**config.mk**
```make
export PLATFORM = sky130hd
export DESIGN_NAME = ipc_top
export DESIGN_NICKNAME = d
export VERILOG_FILES = /design/src/verilog/ipc_pkg.sv /design/src/verilog/ipc_posted_bank.sv /design/src/verilog/ipc_top.sv
export SDC_FILE = /design/constraint.sdc
export NUM_CORES = 1
export LEC_CHECK = 0
export BUFFER_PORTS_ARGS = -buffer_cell sky130_fd_sc_hd__buf_4
export CORE_ASPECT_RATIO = 0.75
export CORE_MARGIN = 2
export CORE_UTILIZATION = 44
export CTS_BUF_LIST = sky130_fd_sc_hd__clkbuf_8
export CTS_CLUSTER_DIAMETER = 50
export CTS_CLUSTER_SIZE = 14
export DETAILED_ROUTE_END_ITERATION = 16
export HOLD_SLACK_MARGIN = 0.08
export PLACE_DENSITY_LB_ADDON = 0.05
export SLEW_MARGIN = 25
export SYNTH_ARGS = -nofsm -noshare
export SYNTH_HDL_FRONTEND = slang
export SYNTH_SLANG_ARGS = --single-unit
```
**constraint.sdc**
```tcl
create_clock -name aclk -period 1.7 [get_ports aclk]
set_input_delay 0.51 -clock aclk [delete_from_list [all_inputs] [get_ports aclk]]
set_output_delay 0.51 -clock aclk [all_outputs]
set_load 0.02 [all_outputs]
```
**src/verilog/ipc_pkg.sv**
```systemverilog
// package for the interrupt posted/clear register block
// holds register indices, byte addresses, field positions and reset values
package ipc_pkg;

    // the bus address width of this block
    localparam int unsigned AXI_ADDR_W = 12;
    localparam int unsigned SRC_W      = 8;

    // printed register indices; the byte address is four times the index
    localparam logic [7:0] IDX_CLEAR_0 = 8'hda;
    localparam logic [7:0] IDX_CLEAR_1 = 8'hdb;
    localparam logic [7:0] IDX_MASK_1  = 8'hdf;
    localparam logic [7:0] IDX_MASK_0  = 8'he0;
    localparam logic [7:0] IDX_SW_EN   = 8'he1;

    localparam logic [11:0] ADDR_CLEAR_0 = {2'b00, IDX_CLEAR_0, 2'b00};
    localparam logic [11:0] ADDR_CLEAR_1 = {2'b00, IDX_CLEAR_1, 2'b00};
    localparam logic [11:0] ADDR_MASK_1  = {2'b00, IDX_MASK_1, 2'b00};
    localparam logic [11:0] ADDR_MASK_0  = {2'b00, IDX_MASK_0, 2'b00};
    localparam logic [11:0] ADDR_SW_EN   = {2'b00, IDX_SW_EN, 2'b00};

    // field position of the software post enable bit
    localparam int unsigned SW_EN_BIT = 0;

    // values after reset
    localparam logic [7:0] RST_POSTED = 8'h00;
    localparam logic [7:0] RST_MASK   = 8'h00;
    localparam logic       RST_SW_EN  = 1'b0;

    // bus responses
    localparam logic [1:0] RESP_OKAY   = 2'b00;
    localparam logic [1:0] RESP_SLVERR = 2'b10;

endpackage

```
**src/verilog/ipc_posted_bank.sv**
```systemverilog
// one bank of eight posted-interrupt flags
// assumes write strobe and data come from the register slave in the same clock
`timescale 1ns/10ps
module ipc_posted_bank
#(
    parameter int unsigned WIDTH = ipc_pkg::SRC_W
)
(
    // clock and reset
    input  wire logic             aclk,
    input  wire logic             aresetn,
    // hardware source events
    input  wire logic [WIDTH-1:0] src_event,
    // software access
    input  wire logic             wr_en,
    input  wire logic [WIDTH-1:0] wr_data,
    input  wire logic             sw_post_enable,
    // flags
    output logic      [WIDTH-1:0] posted
);
    import ipc_pkg::*;

    typedef struct packed {
        logic [WIDTH-1:0] posted;
    } ipc_bank_state_t;

    ipc_bank_state_t s_q;
    ipc_bank_state_t s_d;

    // per-bit next value: hardware event always wins over a software clear
    always_comb
    begin
        s_d = s_q;
        for (int i = 0; i < WIDTH; i++)
        begin
            if (src_event[i])
                s_d.posted[i] = 1'b1;
            else if (wr_en && sw_post_enable)
                s_d.posted[i] = s_q.posted[i] | wr_data[i];
            else if (wr_en)
                s_d.posted[i] = s_q.posted[i] & wr_data[i];
        end
    end

    // state register
    always_ff @(posedge aclk)
    begin
        if (!aresetn)
            s_q <= '{posted: RST_POSTED[WIDTH-1:0]};
        else
            s_q <= s_d;
    end

    assign posted = s_q.posted;
endmodule

```
**src/verilog/ipc_top.sv**
```systemverilog
// interrupt posted/clear registers behind an AXI4-Lite slave
// assumes a single clock, a master that keeps the AXI4-Lite handshake,
// and hardware sources that pulse an event line for each interrupt
// software sees byte lane 0 only; upper data bits read as zero
// pending outputs go to an outside priority stage; this block only masks them
// enable and masks live here because both decide what a write or a flag means
//
// Summary of operation
// - reading a clear register returns posted flags
// - write 0 with enable off clears flag
// - clearing an unposted flag changes nothing
// - write 1 with enable on posts flag
// - write 1 with enable off does nothing
// - write 0 with enable on does nothing
// - bank 0 holds serial, timer, sense sources
// - bank 1 holds USB and timer sources
// - software enable bit 0, resets to 0
// - masked sources still post; mask gates pending
`timescale 1ns/10ps
module ipc_top
(
    // clock and reset
    input  wire logic                           aclk,
    input  wire logic                           aresetn,
    // write address channel
    input  wire logic [ipc_pkg::AXI_ADDR_W-1:0] s_axi_awaddr,
    input  wire logic                           s_axi_awvalid,
    output logic                                s_axi_awready,
    // write data channel
    input  wire logic [31:0]                    s_axi_wdata,
    input  wire logic [3:0]                     s_axi_wstrb,
    input  wire logic                           s_axi_wvalid,
    output logic                                s_axi_wready,
    // write response channel
    output logic [1:0]                          s_axi_bresp,
    output logic                                s_axi_bvalid,
    input  wire logic                           s_axi_bready,
    // read address channel
    input  wire logic [ipc_pkg::AXI_ADDR_W-1:0] s_axi_araddr,
    input  wire logic                           s_axi_arvalid,
    output logic                                s_axi_arready,
    // read data channel
    output logic [31:0]                         s_axi_rdata,
    output logic [1:0]                          s_axi_rresp,
    output logic                                s_axi_rvalid,
    input  wire logic                           s_axi_rready,
    // source events: bank 0 is i2c, sleep, spi, gpio, timer0, sense, analog, supply
    input  wire logic [ipc_pkg::SRC_W-1:0]      src_event_0,
    // bank 1 is endpoint 3..0, start of frame, bus reset, timer2, timer1
    input  wire logic [ipc_pkg::SRC_W-1:0]      src_event_1,
    // posted flags and their masked pending view
    output logic [ipc_pkg::SRC_W-1:0]           posted_0,
    output logic [ipc_pkg::SRC_W-1:0]           posted_1,
    output logic [ipc_pkg::SRC_W-1:0]           pending_0,
    output logic [ipc_pkg::SRC_W-1:0]           pending_1,
    output logic                                software_post_enable
);
    import ipc_pkg::*;

    typedef struct packed {
        logic                  aw_got;
        logic [AXI_ADDR_W-1:0] awaddr;
        logic                  w_got;
        logic [7:0]            wdata;
        logic                  wstrb0;
        logic                  bvalid;
        logic [1:0]            bresp;
        logic                  rvalid;
        logic [31:0]           rdata;
        logic [1:0]            rresp;
        logic                  sw_en;
        logic [SRC_W-1:0]      mask_0;
        logic [SRC_W-1:0]      mask_1;
    } ipc_top_state_t;

    ipc_top_state_t   s_q;
    ipc_top_state_t   s_d;
    logic             wr_clear_0;
    logic             wr_clear_1;
    logic [SRC_W-1:0] bank_posted_0;
    logic [SRC_W-1:0] bank_posted_1;

    // both banks share one cell so the clear/post table lives in one place
    ipc_posted_bank #(.WIDTH(SRC_W)) u_bank_0
    (
        .aclk           (aclk),
        .aresetn        (aresetn),
        .src_event      (src_event_0),
        .wr_en          (wr_clear_0),
        .wr_data        (s_q.wdata),
        .sw_post_enable (s_q.sw_en),
        .posted         (bank_posted_0)
    );

    ipc_posted_bank #(.WIDTH(SRC_W)) u_bank_1
    (
        .aclk           (aclk),
        .aresetn        (aresetn),
        .src_event      (src_event_1),
        .wr_en          (wr_clear_1),
        .wr_data        (s_q.wdata),
        .sw_post_enable (s_q.sw_en),
        .posted         (bank_posted_1)
    );

    // ready only while the holding slot is empty and no response is owed
    // refusing a second write until the response is taken keeps one write in flight
    assign s_axi_awready = !s_q.aw_got && !s_q.bvalid;
    assign s_axi_wready  = !s_q.w_got && !s_q.bvalid;
    assign s_axi_arready = !s_q.rvalid;

    // bus slave and register file next state
    always_comb
    begin
        s_d        = s_q;
        wr_clear_0 = 1'b0;
        wr_clear_1 = 1'b0;
        if (s_axi_awvalid && s_axi_awready)
        begin
            s_d.aw_got = 1'b1;
            s_d.awaddr = s_axi_awaddr;
        end
        if (s_axi_wvalid && s_axi_wready)
        begin
            s_d.w_got  = 1'b1;
            s_d.wdata  = s_axi_wdata[7:0];
            s_d.wstrb0 = s_axi_wstrb[0];
        end
        // perform the write once address and data are both held
        // the stored enable is used, so an enable write only changes later writes
        if (s_q.aw_got && s_q.w_got)
        begin
            s_d.aw_got = 1'b0;
            s_d.w_got  = 1'b0;
            s_d.bvalid = 1'b1;
            s_d.bresp  = RESP_OKAY;
            // only byte lane 0 carries data; a write without it stores nothing
            unique case (s_q.awaddr[AXI_ADDR_W-1:2])
                ADDR_CLEAR_0[11:2]: wr_clear_0 = s_q.wstrb0;
                ADDR_CLEAR_1[11:2]: wr_clear_1 = s_q.wstrb0;
                ADDR_SW_EN[11:2]:
                begin
                    if (s_q.wstrb0)
                        s_d.sw_en = s_q.wdata[SW_EN_BIT];
                end
                ADDR_MASK_0[11:2]:
                begin
                    if (s_q.wstrb0)
                        s_d.mask_0 = s_q.wdata;
                end
                ADDR_MASK_1[11:2]:
                begin
                    if (s_q.wstrb0)
                        s_d.mask_1 = s_q.wdata;
                end
                default: s_d.bresp = RESP_SLVERR;
            endcase
        end
        // a response leaves only on the edge at which the master accepts it
        if (s_q.bvalid && s_axi_bready)
            s_d.bvalid = 1'b0;
        if (s_q.rvalid && s_axi_rready)
            s_d.rvalid = 1'b0;
        // read: sample the register in the address cycle, answer next cycle
        // a read and a write-apply in one cycle: the read sees the flags from before
        // unmapped addresses answer with an error and read as zero
        if (s_axi_arvalid && s_axi_arready)
        begin
            s_d.rvalid = 1'b1;
            s_d.rresp  = RESP_OKAY;
            s_d.rdata  = 32'h0000_0000;
            unique case (s_axi_araddr[AXI_ADDR_W-1:2])
                ADDR_CLEAR_0[11:2]: s_d.rdata[SRC_W-1:0] = bank_posted_0;
                ADDR_CLEAR_1[11:2]: s_d.rdata[SRC_W-1:0] = bank_posted_1;
                ADDR_SW_EN[11:2]:   s_d.rdata[SW_EN_BIT] = s_q.sw_en;
                ADDR_MASK_0[11:2]:  s_d.rdata[SRC_W-1:0] = s_q.mask_0;
                ADDR_MASK_1[11:2]:  s_d.rdata[SRC_W-1:0] = s_q.mask_1;
                default:            s_d.rresp = RESP_SLVERR;
            endcase
        end
    end

    // state register
    always_ff @(posedge aclk)
    begin
        if (!aresetn)
        begin
            s_q        <= '0;
            s_q.sw_en  <= RST_SW_EN;
            s_q.mask_0 <= RST_MASK;
            s_q.mask_1 <= RST_MASK;
        end
        else
        begin
            s_q <= s_d;
        end
    end

    // outputs
    // response and read data come from flops, so they hold while the master stalls
    assign s_axi_bvalid         = s_q.bvalid;
    assign s_axi_bresp          = s_q.bresp;
    assign s_axi_rvalid         = s_q.rvalid;
    assign s_axi_rdata          = s_q.rdata;
    assign s_axi_rresp          = s_q.rresp;
    assign posted_0             = bank_posted_0;
    assign posted_1             = bank_posted_1;
    // masking never blocks posting, only the pending view
    assign pending_0            = bank_posted_0 & s_q.mask_0;
    assign pending_1            = bank_posted_1 & s_q.mask_1;
    assign software_post_enable = s_q.sw_en;
endmodule

```
==> reports/metrics.yaml, run 1 <==
grt:
  antenna_found_initial: 0
  grt_max_degree: 58
  grt_pass1_vias: 2936
  overflow: 0
  grtUsageTotal_pct: 21.9
  grt_pass1_wl_um: 14700
clock_tree:
  worstSkewPairLatency_ps: 340
  htree_levels: 3
  clock-sinks: 66
  cts_made_buffers: 9
  cts_root_buffer: "clkbuf_8"
  hold_buffers: 0
  clkTransAtPathRegs_ps: 70
  cts_buffer_depth: 2
  cts_tree: "yes"
logic_synthesis:
  synth-simple-area-share_pct: 28.0
  synth-compound-area-share_pct: 14.9
  synth_top_family_by_area: "simple AND/OR/NAND/NOR gates"
  synth-seq-area-share_pct: 38.3
  synth_seq_cells: 66
  synth_xor_area_share_pct: 0
  netlist_instances: 381
  ys_warn_count: 0
  synth_top_area_share_pct: 38.3
  synth_area_mm2: 0.00345
  muxShareOfSynthArea_pct: 8.13
  ys_types: 38
  synth_fa_ha_area_share_pct: 0
  synth_area_leader_cell: "dfxtp_1"
  synth_area_per_cell_um2: 9.05
  synth_area_leaders: "dfxtp_1 38%, buf_4 7.8%, mux2i_1 5.5%"
cells_and_area:
  layout.nets: 564
  drive_gt1_share_pct: 39.3
  antenna_cells: 0
  multi_input_area_mm2: 0.00217
  nFillCells: 638
  seqCellArea_mm2: 0.00133
  most-common-layout-cells: "112 x buf_4, 61 x dfxtp_1, 47 x nand2_1"
  layout_commonest_cell: "buf_4"
  area_growth_pct: 39.7
  postLayoutCellArea_mm2: 0.00482
sta:
  worstMarginPinSlew_ps: 594
  skew_ps: 9.28
  period_minus_slack_ps: 1690
  clock.fmax_mhz: 591
  hold_viol: 0
  drv_slew: 0
  rsz0062_at_grt: "yes"
  slew-limit-headroom_pct: 60.2
  setup_viol: 0
  whs_ps: 391
  finalCritPeriodShare_pct: 99.5
routing:
  drt_iter0_drc: 130
  drt_wl_total_um: 9350
  first_pass_iters: 5
  routedWlPerCell_um: 15.9
  ant_nets: 0
  vias: 3145
  drc: 0
  vias_per_cell: 5.36
worst_setup_path:
  end_kind: "register"
  path_class: "register to register"
  cp-start-kind: "register"
  arrival_ps: 1910
  cp_max_fo: 8
  required_ps: 1920
pwr:
  power-per-cell-area_mw_per_mm2: 743
  total_power_w: 0.00358
  vdd_drop_max_mv: 0.463
  leakage_nw: 1.86
die:
  io_pins: 157
  rows: 27
  die_w_um: 106
  core_mm2: 0.00747
  die_area_mm2: 0.00857
  start_util_pct: 46.2
  die_y_um: 80.7
placed_design:
  gp_congestion: 0.881
  place_hpwl_um: 6540
  io_buffers: 99
  dpl-instance-area_mm2: 0.00428
job:
  cap_violations: 0
status:
  outcome: "finished clean"
hold_path:
  hold_path_class: "input pin to register"
## path summary, 6_finish.rpt
| path | endpoint | slack, ps | depth (start not counted) | startpoint |
|---|---|---|---|---|
| setup / recovery | u_bank_0.posted[1]$_SDFFE_PN0P_ | 8 | 4 | s_q[76]$_SDFFE_PN0P_ |
| hold / removal | s_axi_rvalid$_SDFFE_PN0P_ | 390 | 2 | s_axi_arvalid |
| setup reg to reg | u_bank_0.posted[1]$_SDFFE_PN0P_ | 8 | 4 | s_q[76]$_SDFFE_PN0P_ |
| hold reg to reg | s_q[72]$_SDFFE_PN0P_ | 470 | 2 | s_q[72]$_SDFFE_PN0P_ |
## critical path: stages, from the launching register on
cell and delay, ps:
dfxtp_2 320, nand4bb_4 260, or4_4 680, nor4_2 220
nor4b_2 80
## state kept, by name, summed over array words and instances (netlist names)
name	flops
s_q	37
s_axi_rdata	8
u_bank_0.posted	8
u_bank_1.posted	8
s_axi_bresp	1
s_axi_bvalid	1
s_axi_rresp	1
s_axi_rvalid	1
software_post_enable	1
## cells in the mapped netlist
library cell	number
mux2_2	8
or4b_4	1
o211a_1	1
a21boi_0	21
mux2i_1	19
or4_1	2
a21oi_1	1
nand3_1	1
nor4_1	18
nor4b_1	16
nor2b_1	20
a31oi_1	1
nor3_1	18
clkbuf_1	21
a211oi_1	16
a22o_1	8
nor4_2	2
nor4_4	2
o22ai_1	1
buf_4	36
o21ai_0	2
a2bb2oi_1	1
nand2_1	47
nand4_1	1
nor2_1	3
nand4bb_1	1
conb_1	1
nor4bb_1	1
dfxtp_1	66
o31ai_1	1
and4b_1	2
inv_1	3
nand4b_1	2
a22oi_1	7
o2bb2ai_1	7
nand2b_1	2
and2_1	20
nand3b_1	1
## report_power, final
group | total (W) | internal, W | leakage, nW | switching, W
combinational | 0.000545 | 0.000252 | 1.21 | 0.000292
sequential | 0.00171 | 0.00161 | 0.541 | 0.0000935
clock | 0.00133 | 0.000740 | 0.113 | 0.000587
total | 0.00358 | 0.00261 | 1.86 | 0.000972
## layer usage
metal	vias up	part of all wire, %	GRT usage [%]
li1	1524	-	-
met3	10	6.2	6.57
met1	1505	46	29.6
met5	-	0	0
met2	106	47	34.0
met4	0	0.91	5.92
## per-stage QoR
stage	cells	utilization [%]	setup slack [ps]	TNS, ps
final	587	64.5	7.72	0
after global routing	587	64.5	-51.0	-754
after CTS	587	60.8	1.80	0
after detailed placement	570	57.3	-127	-1970
after global placement	570	57.3	-84.4	-1270
after floorplan	406	-	-45.1	-821
## what timing repair did
| item | 4_1_cts | 5_1_grt |
|---|---|---|
| hold endpoints to repair | 0 | 0 |
| setup endpoints to repair | 24 | 24 |
| buffers inserted | 1 | 1 |
| resized for setup | 8 | 50 |
| pin swaps | 4 | 19 |
## cells by family (layout without fill, tap and decap cells)
kind of cell / Yosys count / after routing
and+or+nand+nor: 160 / 160
AOI/OAI and AO/OA: 67 / 67
DFF: 66 / 66
buffers and inverters: 60 / 140
muxes: 27 / 27
other: 1 / 26
## cell type report
class / instances / area share [%]
Clock inverter: 5 / 0.961
Multi-Input combinational cell: 280 / 45.1
Clock buffer: 11 / 3.14
Sequential cell: 66 / 27.6
Tap cell: 101 / 2.62
Inverter: 3 / 0.234
Timing Repair Buffer: 121 / 20.4
Power figures use the tool's default switching activity.
==> inputs of run 2 (changes only) <==
Settings changed: CORE_UTILIZATION 44 to 49.
Clock period 1.7 ns to 1.6 ns, I/O delays scaled along.
==> reports/metrics.yaml, run 2 (synthesis results as in run 1) <==
clock_tree:
  hold_buffers: 0  # unchanged
  cts_root_buffer: "clkbuf_8"
  cts_made_buffers: 9  # unchanged
  cts_tree: "yes"
  worstSkewPairLatency_ps: 340  # about the same
  clkTransAtPathRegs_ps: 70  # about the same
  clock-sinks: 66  # unchanged
  cts_buffer_depth: 2  # unchanged
  htree_levels: 3  # unchanged
worst_setup_path:
  rr_startpoint: "s_q[72]$_SDFFE_PN0P_"
  crit_buf_inv: 1  # +1
  arrival_ps: 1940  # +30 ps
  slowest_delay_ps: 580  # -100 ps
  cp-start-kind: "register"
  path_class: "register to register"
  path_delay_family: "simple AND/OR/NAND/NOR gates"
  cp_max_fo: 8  # unchanged
  crit_slowest_cell: "or4_4"
  startpoint: "s_q[72]$_SDFFE_PN0P_"
  end_kind: "register"
  required_ps: 1820  # -100 ps
  path_cells: "nand4b_1 > or4_4 > buf_12 > nor4_4 > nor4b_2"
grt:
  grtUsageTotal_pct: 24.3  # +2.4 points
  antenna_found_initial: 0  # unchanged
  grt_max_degree: 35  # -40%
  overflow: 0  # unchanged
  grt_pass1_vias: 2985  # +1.7%
  grt_pass1_wl_um: 14800  # +0.89%
routing:
  first_pass_iters: 4  # -1
  ant_nets: 0  # unchanged
  drc: 0  # unchanged
  drt_wl_total_um: 9140  # -2.2%
  vias_per_cell: 5.57  # +4.0%
  routedWlPerCell_um: 16.0  # +0.69%
  drt_iter0_drc: 131  # +0.77%
  vias: 3175  # +0.95%
placed_design:
  place_hpwl_um: 6510  # -0.39%
  dpl-instance-area_mm2: 0.00433  # +1.1%
  gp_congestion: 0.815  # -7.4%
  io_buffers: 99  # unchanged
  dp_worst_setup_slack_ps: -179  # -52.5 ps
sta:
  finalCritPeriodShare_pct: 108  # +8.0 points
  slew-limit-headroom_pct: 56.3  # -4.0 points
  whs_ps: 382  # -8.97 ps
  setup_viol: 24  # +24
  clock.fmax_mhz: 581  # -1.6%
  worstMarginPinSlew_ps: 654  # +59.2 ps
  hold_viol: 0  # unchanged
  setup_ws_ps: -120  # -128 ps
  rsz0062_at_grt: "yes"
  drv_slew: 0  # unchanged
  period_minus_slack_ps: 1720  # +27.7 ps
  skew_ps: 7.05  # -2.23 ps
die:
  die_y_um: 76.7  # -5.0%
  rows: 26  # -3.7%
  start_util_pct: 50.7  # +4.5 points
  die_area_mm2: 0.00773  # -9.8%
  io_pins: 157  # unchanged
  core_mm2: 0.00680  # -8.9%
  die_w_um: 101  # -5.0%
hold_path:
  hold_start: "s_axi_awaddr[11]"
  hold_path_class: "input pin to register"
cells_and_area:
  layout.nets: 565  # +0.18%
  area_growth_pct: 39.3
  largest_register_ffs: 37  # unchanged
  most-common-layout-cells: "111 x buf_4, 61 x dfxtp_1, 47 x nand2_1"
  antenna_cells: 0  # unchanged
  drive_gt1_share_pct: 37.7  # -1.6 points
  regMostFlops: "s_q"
  nFillCells: 529  # -17%
  postLayoutCellArea_mm2: 0.00480  # -0.31%
  layout_commonest_cell: "buf_4"
status:
  outcome: "complete, but fails checks"
  violations: "negative setup slack"
pwr:
  p_int_w: 0.00281  # +7.9%
  seq_power_share_pct: 46.9  # -0.8 points
  comb_power_share_pct: 15.2  # about the same
  leakage_nw: 1.86  # -0.18%
  vdd_drop_max_mv: 0.565  # +22%
  swShare_pct: 27.0  # -0.22 points
  power-per-cell-area_mw_per_mm2: 802  # +7.9%
  pwr-share-clk_pct: 37.9  # +0.8 points
  p_switching_w: 0.00104  # +6.7%
job:
  cap_violations: 0  # unchanged
-- run 2: cell count changes in the layout (fill, tap and decap cells not counted), sizes merged --
cell,previous run,this run
clkbuf,11,12
inv,6,4
buf,121,122
-- run 2: area by class of cell --
type / count / area, µm² / area share (%)
Tap cell: 84 / 105 / 2.19
Inverter: 3 / 11.3 / 0.234
Multi-Input combinational cell: 280 / 2160 / 44.9
Clock buffer: 12 / 165 / 3.44
Timing Repair Buffer: 122 / 996 / 20.7
Clock inverter: 3 / 38.8 / 0.808
Sequential cell: 66 / 1330 / 27.7
-- run 2: through the flow --
| step | TNS (ps) | power, W | std cells | utilization [%] |
|---|---|---|---|---|
| 6_report | -1580 | 0.00385 | 570 | 70.6 |
| 5_1_grt | -3930 | 0.00401 | 570 | 70.6 |
| 4_1_cts | -898 | 0.00384 | 569 | 68.3 |
| 3_5_place_dp | -3330 | 0.00238 | 554 | 63.6 |
| 3_3_place_gp | -2100 | 0.00237 | 554 | 63.6 |
| 2_1_floorplan | -2400 | 0.00218 | 406 | - |
-- run 2: per-layer routing --
metal | GRT usage [%] | share of wire, % | vias up
met1 | 34.0 | 47 | 1523
met5 | 0 | 0 | -
li1 | - | - | 1536
met2 | 37.6 | 46 | 109
met3 | 6.20 | 6.1 | 7
met4 | 5.34 | 0.78 | 0
-- run 2: final timing paths --
kind                                                        end  depth (start not counted)  slack (ps)
worst max-delay path            u_bank_1.posted[6]$_SDFFE_PN0P_                          5        -120
worst min-delay path                       s_q[76]$_SDFFE_PN0P_                          3         380
worst max register to register  u_bank_1.posted[6]$_SDFFE_PN0P_                          5        -120
worst min register to register             s_q[76]$_SDFFE_PN0P_                          2         470
-- run 2: worst reg2reg max path, cell delays in order (launching register included) --
cell      delay [ps]
dfxtp_2          330
nand4b_1         270
or4_4            580
buf_12           170
nor4_4           160
nor4b_2           90
-- run 2: timing repair --
item | in CTS | in global routing
pin swaps | 10 | 12
resized for setup | 18 | 26
endpoints found under the setup margin | 35 | 35
setup buffers | 0 | 1
-- run 2: power by group through the flow --
stage	clock, W	sequential [W]	combinational, W
floorplan	0	0.00185	0.000328
global placement	0	0.00183	0.000536
detailed placement	0	0.00183	0.000547
CTS	0.00148	0.00180	0.000559
global route	0.00156	0.00182	0.000638
finish	0.00146	0.00181	0.000585
